===== src/logic/tbc_pkg.sv =====
// Constants and types shared by the two-wire bus controller
`default_nettype none
package tbc_pkg;
	localparam int		AW = 2;
	localparam int		DW = 8;
	localparam int		CNTW = 16;

	localparam logic [AW-1:0]	OFS_RATE = 2'h0;
	localparam logic [AW-1:0]	OFS_CTRL = 2'h1;
	localparam logic [AW-1:0]	OFS_STAT = 2'h2;
	localparam logic [AW-1:0]	OFS_DATA = 2'h3;

	localparam logic [DW-1:0]	RATE_RESET = 8'h00;
	localparam logic [DW-1:0]	CTRL_RESET = 8'h00;

	localparam int		CTRL_EN = 7;
	localparam int		CTRL_IE = 6;
	localparam int		CTRL_MS = 5;
	localparam int		CTRL_TX = 4;
	localparam int		CTRL_ACKS = 3;
	localparam int		CTRL_REPEAT_START_REQUEST = 2;

	localparam int		ST_DONE = 7;
	localparam int		ST_BUSY = 5;
	localparam int		ST_ARB = 4;
	localparam int		ST_IRQ = 1;
	localparam int		ST_NACK = 0;

	localparam logic [3:0]	BITS_PER_BYTE = 4'h8;

	// Scale factor field; the reserved code acts as the largest factor
	localparam logic [1:0]	RATE_SCALE_FACTOR_RSVD = 2'h3;
	localparam logic [1:0]	RATE_SCALE_FACTOR_MAX_SHIFT = 2'h2;

	// Codes below this group have their own tables, above they double per group
	localparam logic [2:0]	GROUP_HIGH = 3'h3;
	localparam logic [7:0]	SCL_LOW [24] = '{
		8'h14, 8'h16, 8'h18, 8'h1a, 8'h1c, 8'h1e, 8'h22, 8'h28,
		8'h1c, 8'h20, 8'h24, 8'h28, 8'h2c, 8'h30, 8'h38, 8'h44,
		8'h30, 8'h38, 8'h40, 8'h48, 8'h50, 8'h58, 8'h68, 8'h80};
	localparam logic [7:0]	SDA_LOW [24] = '{
		8'h07, 8'h07, 8'h08, 8'h08, 8'h09, 8'h09, 8'h0a, 8'h0a,
		8'h07, 8'h07, 8'h09, 8'h09, 8'h0b, 8'h0b, 8'h0d, 8'h0d,
		8'h09, 8'h09, 8'h0d, 8'h0d, 8'h11, 8'h11, 8'h15, 8'h15};
	// Start hold is half the divider less this, per group (last entry: upper groups)
	localparam logic [3:0]	START_OFS [4] = '{4'h4, 4'h4, 4'h6, 4'h2};
	localparam logic [3:0]	SCL_MANT [8] = '{4'h5, 4'h6, 4'h7, 4'h8, 4'h9, 4'ha, 4'hc, 4'hf};
	localparam logic [2:0]	HOLD_MANT [8] = '{3'h1, 3'h1, 3'h2, 3'h2, 3'h3, 3'h3, 3'h4, 3'h4};
	localparam logic [11:0]	STOP_OFS = 12'h001;

	typedef enum logic [2:0] {
		TBC_IDLE = 3'h0,
		TBC_START = 3'h1,
		TBC_WAIT = 3'h3,
		TBC_BITLO = 3'h2,
		TBC_BITHI = 3'h6,
		TBC_STOP = 3'h7,
		TBC_RSTART = 3'h5
	} tbc_state_t;
endpackage
`default_nettype wire


===== src/logic/tbc_rate_if.sv =====
// Link between the control core and the rate decoder
`default_nettype none
interface tbc_rate_if;
	import tbc_pkg::*;
	logic [DW-1:0]		rateReg;
	logic [CNTW-1:0]	sclHalf;
	logic [CNTW-1:0]	sdaHold;
	logic [CNTW-1:0]	startHold;
	logic [CNTW-1:0]	stopHold;
	modport ctrl (output rateReg, input sclHalf, sdaHold, startHold, stopHold);
	modport rate (input rateReg, output sclHalf, sdaHold, startHold, stopHold);
endinterface
`default_nettype wire


===== src/logic/tbc_control.sv =====
// Two-wire bus controller: registers, master engine and line drivers
//
// Behaviour
// - Code 0x20 gives divider 160 and hold counts 17, 78, 81.
// - Code 0x3F gives divider 3840 and hold counts 513, 1918, 1921.
// - The bus interface works only while the enable bit is set.
// - Interrupt requests reach the output only while interrupt enable is set.
// - Master select rising makes a start condition and enters master mode.
// - Master select falling makes a stop condition and returns to slave; this design has no slave mode and goes back to idle.
// - Direction bit: 0 receives, 1 transmits, master and slave alike; this design has master transfers only.
// - As receiver, acknowledge cycle drives the ack suppress bit onto data.
// - Writing repeat start while master makes a repeated start.
// - The repeat start request bit always reads back zero.
// - Repeat start at an improper point counts as lost arbitration.
// - Bit rate is clock over scale factor times divider.
// - Data, start and stop holds are clock periods times factor times count.
//
// The placing of the registers and the plain strobed port are this design's own decisions.
`default_nettype none
module tbc_control
(
	input	wire logic			clk,
	input	wire logic			rstn,
	input	wire logic [tbc_pkg::AW-1:0]	addr,
	input	wire logic [tbc_pkg::DW-1:0]	wdata,
	input	wire logic			wr,
	input	wire logic			rd,
	output	logic [tbc_pkg::DW-1:0]		rdata,
	input	wire logic			sclIn,
	output	logic				sclOut,
	output	logic				sclOe,
	input	wire logic			sdaIn,
	output	logic				sdaOut,
	output	logic				sdaOe,
	output	logic				irq
);
	import tbc_pkg::*;

	typedef struct packed {
		tbc_state_t		st;
		logic [DW-1:0]		rate;
		logic [DW-1:0]		ctrl;
		logic [DW-1:0]		txSh;
		logic [DW-1:0]		rxByte;
		logic [DW-1:0]		rdata;
		logic [3:0]		bitNo;
		logic [CNTW-1:0]	cnt;
		logic			done;
		logic			busy;
		logic			arb;
		logic			irqF;
		logic			nack;
		logic			sclLow;
		logic			sdaLow;
		logic			sclPrev;
		logic			sdaPrev;
	} tbc_regs_t;

	localparam tbc_regs_t	REGS_RESET = '{
		st: TBC_IDLE,
		rate: RATE_RESET,
		ctrl: CTRL_RESET,
		sclPrev: 1'b1,
		sdaPrev: 1'b1,
		default: '0
	};

	tbc_regs_t		s;
	tbc_regs_t		next_s;
	tbc_rate_if		rif ();
	logic [DW-1:0]		statusByte;
	logic			wrRate;
	logic			wrCtrl;
	logic			wrStat;
	logic			wrData;
	logic			rdData;
	logic			txMode;
	logic			rsHit;
	logic			lose;

	tbc_rate u_rate
	(
		.rif	(rif.rate)
	);

	assign rif.rateReg = s.rate;
	assign wrRate = wr && addr == OFS_RATE;
	assign wrCtrl = wr && addr == OFS_CTRL;
	assign wrStat = wr && addr == OFS_STAT;
	assign wrData = wr && addr == OFS_DATA;
	assign rdData = rd && addr == OFS_DATA;
	// Direction taken from the control register
	assign txMode = s.ctrl[CTRL_TX];
	// Repeat start only counts while master
	assign rsHit = wrCtrl && wdata[CTRL_REPEAT_START_REQUEST] && s.ctrl[CTRL_MS] && s.ctrl[CTRL_EN];

	always_comb
	begin
		statusByte = 8'h00;
		statusByte[ST_DONE] = s.done;
		statusByte[ST_BUSY] = s.busy;
		statusByte[ST_ARB] = s.arb;
		statusByte[ST_IRQ] = s.irqF;
		statusByte[ST_NACK] = s.nack;
	end

	always_comb
	begin
		next_s = s;
		lose = 1'b0;
		next_s.rdata = 8'h00;
		next_s.sclPrev = sclIn;
		next_s.sdaPrev = sdaIn;
		next_s.cnt = s.cnt + CNTW'(1);

		// Start and stop seen on the lines, whoever made them
		if (sclIn && s.sclPrev && s.sdaPrev && !sdaIn)
			next_s.busy = 1'b1;
		else if (sclIn && s.sclPrev && !s.sdaPrev && sdaIn)
			next_s.busy = 1'b0;

		if (rd)
		begin
			unique case (addr)
				OFS_RATE: next_s.rdata = s.rate;
				OFS_CTRL: next_s.rdata = s.ctrl;
				OFS_STAT: next_s.rdata = statusByte;
				OFS_DATA: next_s.rdata = s.rxByte;
			endcase
		end

		if (wrRate)
			next_s.rate = wdata;
		if (wrCtrl)
		begin
			next_s.ctrl = wdata;
			next_s.ctrl[CTRL_REPEAT_START_REQUEST] = 1'b0;
		end
		// Clears come first so that a set in the same cycle wins
		if (wrStat && wdata[ST_ARB])
			next_s.arb = 1'b0;
		if (wrStat && wdata[ST_IRQ])
			next_s.irqF = 1'b0;
		if ((wrData && txMode) || (rdData && !txMode))
			next_s.done = 1'b0;

		unique case (s.st)
			TBC_IDLE:
			begin
				next_s.cnt = '0;
				next_s.sclLow = 1'b0;
				next_s.sdaLow = 1'b0;
				if (s.ctrl[CTRL_EN] && s.ctrl[CTRL_MS])
				begin
					// Someone else owns the bus: give up at once
					if (s.busy)
						lose = 1'b1;
					else
					begin
						next_s.st = TBC_START;
						next_s.sdaLow = 1'b1;
					end
				end
			end
			TBC_START:
			begin
				if (s.cnt == rif.startHold)
				begin
					next_s.sclLow = 1'b1;
					next_s.st = TBC_WAIT;
					next_s.cnt = '0;
				end
			end
			TBC_WAIT:
			begin
				// Clock held low until software acts
				if (s.cnt == rif.sdaHold)
					next_s.sdaLow = 1'b0;
				if (!s.ctrl[CTRL_MS])
				begin
					// Stop once master select is cleared
					next_s.st = TBC_STOP;
					next_s.sdaLow = 1'b1;
					next_s.cnt = '0;
				end
				else if (rsHit)
				begin
					next_s.st = TBC_RSTART;
					next_s.sdaLow = 1'b0;
					next_s.cnt = '0;
				end
				else if (wrData && txMode)
				begin
					next_s.txSh = wdata;
					next_s.bitNo = 4'h0;
					next_s.st = TBC_BITLO;
					next_s.cnt = '0;
				end
				else if (rdData && !txMode)
				begin
					next_s.bitNo = 4'h0;
					next_s.st = TBC_BITLO;
					next_s.cnt = '0;
				end
			end
			TBC_BITLO:
			begin
				// Data changes one hold count after clock fell
				if (s.cnt == rif.sdaHold)
				begin
					if (s.bitNo == BITS_PER_BYTE)
						// Receiver answers with the ack suppress bit
						next_s.sdaLow = txMode ? 1'b0 : !s.ctrl[CTRL_ACKS];
					else
						next_s.sdaLow = txMode ? !s.txSh[DW-1] : 1'b0;
				end
				// Low half of the bit period
				if (s.cnt == rif.sclHalf - CNTW'(1))
				begin
					next_s.sclLow = 1'b0;
					next_s.st = TBC_BITHI;
					next_s.cnt = '0;
				end
			end
			TBC_BITHI:
			begin
				// A slave stretching the clock holds the count at zero
				if (!sclIn)
					next_s.cnt = '0;
				else if (s.cnt == '0)
				begin
					if (s.bitNo == BITS_PER_BYTE)
					begin
						if (txMode)
							next_s.nack = sdaIn;
						else
							next_s.rxByte = s.txSh;
					end
					else
					begin
						next_s.txSh = {s.txSh[DW-2:0], sdaIn};
						// Released a one but the line reads zero
						if (txMode && !s.sdaLow && !sdaIn)
							lose = 1'b1;
					end
				end
				else if (s.cnt == rif.sclHalf - CNTW'(1))
				begin
					next_s.sclLow = 1'b1;
					next_s.cnt = '0;
					next_s.bitNo = s.bitNo + 4'h1;
					if (s.bitNo == BITS_PER_BYTE)
					begin
						next_s.st = TBC_WAIT;
						next_s.done = 1'b1;
						next_s.irqF = 1'b1;
					end
					else
						next_s.st = TBC_BITLO;
				end
			end
			TBC_STOP:
			begin
				if (s.cnt == rif.sclHalf)
					next_s.sclLow = 1'b0;
				// Stop hold from clock rise to data rise
				if (s.cnt == rif.sclHalf + rif.stopHold)
				begin
					next_s.sdaLow = 1'b0;
					next_s.st = TBC_IDLE;
				end
			end
			TBC_RSTART:
			begin
				if (s.cnt == rif.sclHalf)
					next_s.sclLow = 1'b0;
				if (s.cnt == (rif.sclHalf << 1))
					next_s.sdaLow = 1'b1;
				if (s.cnt == (rif.sclHalf << 1) + rif.startHold)
				begin
					next_s.sclLow = 1'b1;
					next_s.st = TBC_WAIT;
					next_s.cnt = '0;
				end
			end
			default:
				next_s.st = TBC_IDLE;
		endcase

		// Repeat start in the middle of a sequence
		if (rsHit && s.st != TBC_WAIT && s.st != TBC_IDLE)
			lose = 1'b1;
		if (lose)
		begin
			next_s.arb = 1'b1;
			next_s.irqF = 1'b1;
			next_s.ctrl[CTRL_MS] = 1'b0;
			next_s.st = TBC_IDLE;
			next_s.sclLow = 1'b0;
			next_s.sdaLow = 1'b0;
		end
		if (!s.ctrl[CTRL_EN])
		begin
			next_s.st = TBC_IDLE;
			next_s.sclLow = 1'b0;
			next_s.sdaLow = 1'b0;
		end
	end

	always_ff @(posedge clk)
	begin
		if (!rstn)
			s <= REGS_RESET;
		else
			s <= next_s;
	end

	// Open-drain lines only ever pull low
	assign sclOut = 1'b0;
	assign sdaOut = 1'b0;
	assign sclOe = s.sclLow;
	assign sdaOe = s.sdaLow;
	assign rdata = s.rdata;
	assign irq = s.irqF && s.ctrl[CTRL_IE];
endmodule
`default_nettype wire


===== src/logic/tbc_rate.sv =====
// Rate code decoder: scaled half period and hold counts in clock cycles
`default_nettype none
module tbc_rate
(
	tbc_rate_if.rate	rif
);
	import tbc_pkg::*;

	logic [2:0]	grp;
	logic [2:0]	idx;
	logic [1:0]	shift;
	logic [11:0]	div;
	logic [9:0]	sda;
	logic [11:0]	startRaw;

	assign grp = rif.rateReg[5:3];
	assign idx = rif.rateReg[2:0];
	assign shift = (rif.rateReg[7:6] == RATE_SCALE_FACTOR_RSVD) ? RATE_SCALE_FACTOR_MAX_SHIFT : rif.rateReg[7:6];

	always_comb
	begin
		if (grp < GROUP_HIGH)
		begin
			div = {4'h0, SCL_LOW[rif.rateReg[4:0]]};
			sda = {2'h0, SDA_LOW[rif.rateReg[4:0]]};
			startRaw = (div >> 1) - {8'h00, START_OFS[grp[1:0]]};
		end
		else
		begin
			div = 12'(12'(SCL_MANT[idx]) << ({1'b0, grp} + 4'h1));
			sda = 10'(10'(HOLD_MANT[idx]) << grp) + 10'h001;
			startRaw = (div >> 1) - {8'h00, START_OFS[3]};
		end
	end

	// Scale factor applied to every count
	assign rif.sclHalf = (CNTW'(div) << shift) >> 1;
	// Hold counts scaled the same way
	assign rif.sdaHold = CNTW'(sda) << shift;
	assign rif.startHold = CNTW'(startRaw) << shift;
	assign rif.stopHold = CNTW'((div >> 1) + STOP_OFS) << shift;
endmodule
`default_nettype wire


===== config.mk =====
export PLATFORM = sky130hd
export DESIGN_NAME = tbc_control
export DESIGN_NICKNAME = d
export VERILOG_FILES = /design/src/logic/tbc_pkg.sv /design/src/logic/tbc_rate_if.sv /design/src/logic/tbc_control.sv /design/src/logic/tbc_rate.sv
export SDC_FILE = /design/constraint.sdc
export NUM_CORES = 1
export LEC_CHECK = 0
export BUFFER_PORTS_ARGS = -buffer_cell sky130_fd_sc_hd__buf_4
export CORE_MARGIN = 1
export CORE_UTILIZATION = 55
export DETAILED_ROUTE_END_ITERATION = 10
export HOLD_SLACK_MARGIN = 0.05
export PLACE_DENSITY_LB_ADDON = 0.2
export SYNTH_ARGS = -nofsm -noshare
export SYNTH_HDL_FRONTEND = slang
export SYNTH_SLANG_ARGS = --single-unit

===== constraint.sdc =====
create_clock -name clk -period 7.1 [get_ports clk]
set_input_delay 0.355 -clock clk [delete_from_list [all_inputs] [get_ports clk]]
set_output_delay 0.355 -clock clk [all_outputs]
set_load 0.01 [all_outputs]

==> flow_summary.yaml <==
run_status:
  run_status: "finished, final reports clean"
yosys:
  async_reset_ff_frac: 0
  netlist_area_um2: 9808
  synth.avg_cell_area_um2: 7.493
  post_synth_and_or_nand_nor_area_fraction: 0.2704
  fraction_of_synthesized_cell_area_taken_by_the_top_area_cell_type: 0.1449
  synth_adder_area_share: 0.06736
  synth-seq-cells: 71
  synth_xor_xnor_area_share: 0.1166
  muxShareOfSynthArea: 0.05996
  yosys.cell_types.count: 112
  synth_warnings: 0
  sequential_fraction_of_the_synthesis_area: 0.1449
  fraction_of_the_mapped_netlist_area_in_compound_gates: 0.2736
  leading_area_contributor_after_synthesis: "sky130_fd_sc_hd__dfxtp_1"
  synth_top_family_by_area: "compound AO/OA/AOI/OAI gates"
  synth_edf_count: 0
  postSynthCellCount: 1309
  synth_area_leaders: "sky130_fd_sc_hd__dfxtp_1 (14%), sky130_fd_sc_hd__xnor2_1 (7.4%), sky130_fd_sc_hd__ha_1 (6.1%)"
  postSynth.topFlopCell: "sky130_fd_sc_hd__dfxtp_1"
critical_path:
  cp_max_fo: 16
  setup_crit_start_kind: "flop"
  worst_setup_path_end_kind: "flop"
  worstPathArrival_ps: 6830
  worst_path_class_setup: "flop to flop"
  r2r_start: "rif.rateReg[1]"
  worst_ep_required_time_ps: 7290
  rr_endpoint: "s[23]"
  reg2reg_depth: 23
  reg2reg_slack_ps: 460
grt:
  pin_count_of_the_biggest_net_entering_global_routing: 55
  grt_overflow: 0
  first_global_vias: 9124
  globalRouteTotalUtil: 0.3459
  grt_pass1_wl_um: 49540
  antenna_found_initial: 0
die:
  floorplan.die.height_um: 135.5
  dieArea_um2: 18370
  design.portCount: 29
  placement_rows: 48
  core-area_um2: 17360
  initial_core_util: 0.5651
  die_w_um: 135.5
placed_design:
  weighted_congestion_at_the_end_of_routability_driven_global_placement: 0.9698
  port-buffer-count: 26
  placedCellCount: 1498
  dp.final_hpwl_um: 23200
clock_network:
  h-tree-depth: 3
  cts.clk_slew.worst_paths_ps: 60
  setup_fix_bufs_post_cts: 0
  max_buffers_root_to_sink: 2
  cts_tree: "yes"
  root_buffer: "sky130_fd_sc_hd__clkbuf_16"
  clock_buffer_count_from_cts: 9
  clk-insertion-delay-late_ps: 340
  numClockSinks: 71
cells_and_area:
  antenna_cells_inserted: 0
  footprint_of_the_multi_input_gates_um2: 7772
  drive_above_1_share: 0.1334
  final_cells: 1514
  area_delta_synth_final_pct: 5.817
  sequential_cell_area_um2: 1424
  final_cell_mix: "sky130_fd_sc_hd__nor2_1 (122), sky130_fd_sc_hd__nand2_1 (110), sky130_fd_sc_hd__a21oi_1 (84)"
  final_stage_net_count: 1351
  layout.cells.most_common: "sky130_fd_sc_hd__nor2_1"
  fillerInstances: 1592
drt:
  1st_iter_drt_viols: 1056
  drt_pre_antenna_iters: 6
  route.detailed.drc: 0
  avgRoutedWirePerCell_um: 20.92
  vias: 10117
  vias_per_cell: 6.682
  routed_wirelength_um: 31670
  ant_nets: 0
pwr:
  clock_power_share: 0.338
  pwr-share-seq: 0.310
  worst_case_vdd_ir_drop_mv: 0.1738
  power.net_switching_w: 0.0004583
  p_per_area_nw_per_um2: 127.3
  pwr-share-comb: 0.353
  internal-power_w: 0.0008633
  power.share.switching: 0.3468
  power.leakage_nw: 3.820
timing:
  clock.fmax_mhz: 150.5
  timing_worst_slew_pin_value_ps: 1015
  period_share: 0.9358
  setup_violations: 0
  finalCriticalPeriod_ps: 6644
  worst_skew_ps: 6.962
  finalHoldViolations: 0
  timing.slew.headroom: 0.3223
  fin_setup_tns_ps: 0
  final_max_slew_viol_count: 0
  grt_setup_unrepaired: "no"
run:
  maxCapViolCount: 0
min_path:
  timing.hold.worst_endpoint: "s[0]"
  min-delay-path-class: "input port to flop"
  min_delay_path_depth: 2
  min-delay-start: "rstn"
==> routing by layer <==
metal  global-route usage  routed length, um
met4               0.1504               1199
met5                    0                  0
met3              0.05574               2652
met1               0.4502              13270
met2               0.5612              14540
==> Yosys cell counts, drive strengths merged, types with 35 or more instances <==
master  number
xnor2       84
nand3       46
clkbuf      65
ha          48
inv         38
dfxtp       71
xor2        44
o21ai       58
buf         35
nor3        60
nor2       123
a21oi       87
nand2      111
==> worst max-delay path by stage <==
stage                         from    end  slack [ps]
detailed placement  rif.rateReg[1]  s[23]         330
floorplan           rif.rateReg[1]  s[13]         810
finish              rif.rateReg[1]  s[23]         460
global route        rif.rateReg[1]  s[12]           6
global placement    rif.rateReg[1]  s[22]         480
CTS                 rif.rateReg[1]  s[23]         300
==> cell type report <==
class	count	share of cell area
multi-input cells	1102	0.7489
clock inverters	5	0.005666
flip-flops and latches	71	0.1372
clock buffers	11	0.02242
well taps	225	0.02712
repair buffers	59	0.04388
inverters	41	0.01483
==> metrics by stage <==
step                      setup slack [ps]  hold slack (ps)    util  area, um^2  power (W)
after floorplan                      806.9            423.8       -        9827  0.0007692
after global placement               478.4            439.0  0.5802       10070  0.0008644
after detailed placement             332.0            444.2  0.5802       10070  0.0008678
after CTS                            300.5            257.0  0.5970       10360   0.001312
after global routing                 6.114            258.7  0.5980       10380   0.001383
final                                455.9            269.0  0.5980       10380   0.001322
==> cells by family after synthesis <==
| group | count (synthesis) |
|---|---|
| XOR/XNOR | 128 |
| buffers and inverters | 141 |
| AO/OA/AOI/OAI | 357 |
| adder cells (fa/ha/maj) | 51 |
| multiplexers | 48 |
| other | 1 |
| AND/OR/NAND/NOR | 512 |
| flip-flops | 71 |
==> worst max-delay path, cell delays in order, from the launching register on <==
cell                       delay (ps)
sky130_fd_sc_hd__dfxtp_2          420
sky130_fd_sc_hd__inv_1             80
sky130_fd_sc_hd__ha_1             470
sky130_fd_sc_hd__mux2_2           410
sky130_fd_sc_hd__mux2i_2          320
sky130_fd_sc_hd__nor4_2           160
sky130_fd_sc_hd__or2_2            350
sky130_fd_sc_hd__o311a_1          400
sky130_fd_sc_hd__o31ai_1          420
sky130_fd_sc_hd__nor2_1            90
sky130_fd_sc_hd__a21oi_1          140
sky130_fd_sc_hd__mux2i_1          110
sky130_fd_sc_hd__ha_1             350
sky130_fd_sc_hd__a21o_1           200
sky130_fd_sc_hd__a31oi_1          290
sky130_fd_sc_hd__a211oi_1         160
sky130_fd_sc_hd__o31ai_1          480
sky130_fd_sc_hd__a21oi_1          130
sky130_fd_sc_hd__or4_1            650
sky130_fd_sc_hd__nor2_1           130
sky130_fd_sc_hd__o21ai_0           90
sky130_fd_sc_hd__a31oi_1          200
sky130_fd_sc_hd__o211a_4          350
sky130_fd_sc_hd__nor3_1            80
==> sequential cells by signal (all words and copies together), names as in the netlist <==
| signal | cells |
|---|---|
| s | 53 |
| rdata | 8 |
| sclOe | 1 |
| rif.rateReg | 8 |
| sdaOe | 1 |
==> power by group through the flow <==
stage               clock (W)  sequential, W  combinational [W]
global route         0.000468       0.000410           0.000505
floorplan                   0       0.000414           0.000355
global placement            0       0.000418           0.000447
finish               0.000446       0.000409           0.000466
detailed placement          0       0.000418           0.000450
CTS                  0.000450       0.000409           0.000453
==> timing repair <==
item	CTS	global route
hold endpoints to repair	0	0
hold buffers	0	0
setup endpoints to repair	0	20
resized for setup	0	5
Note: power is estimated with default switching activity, not from simulation.
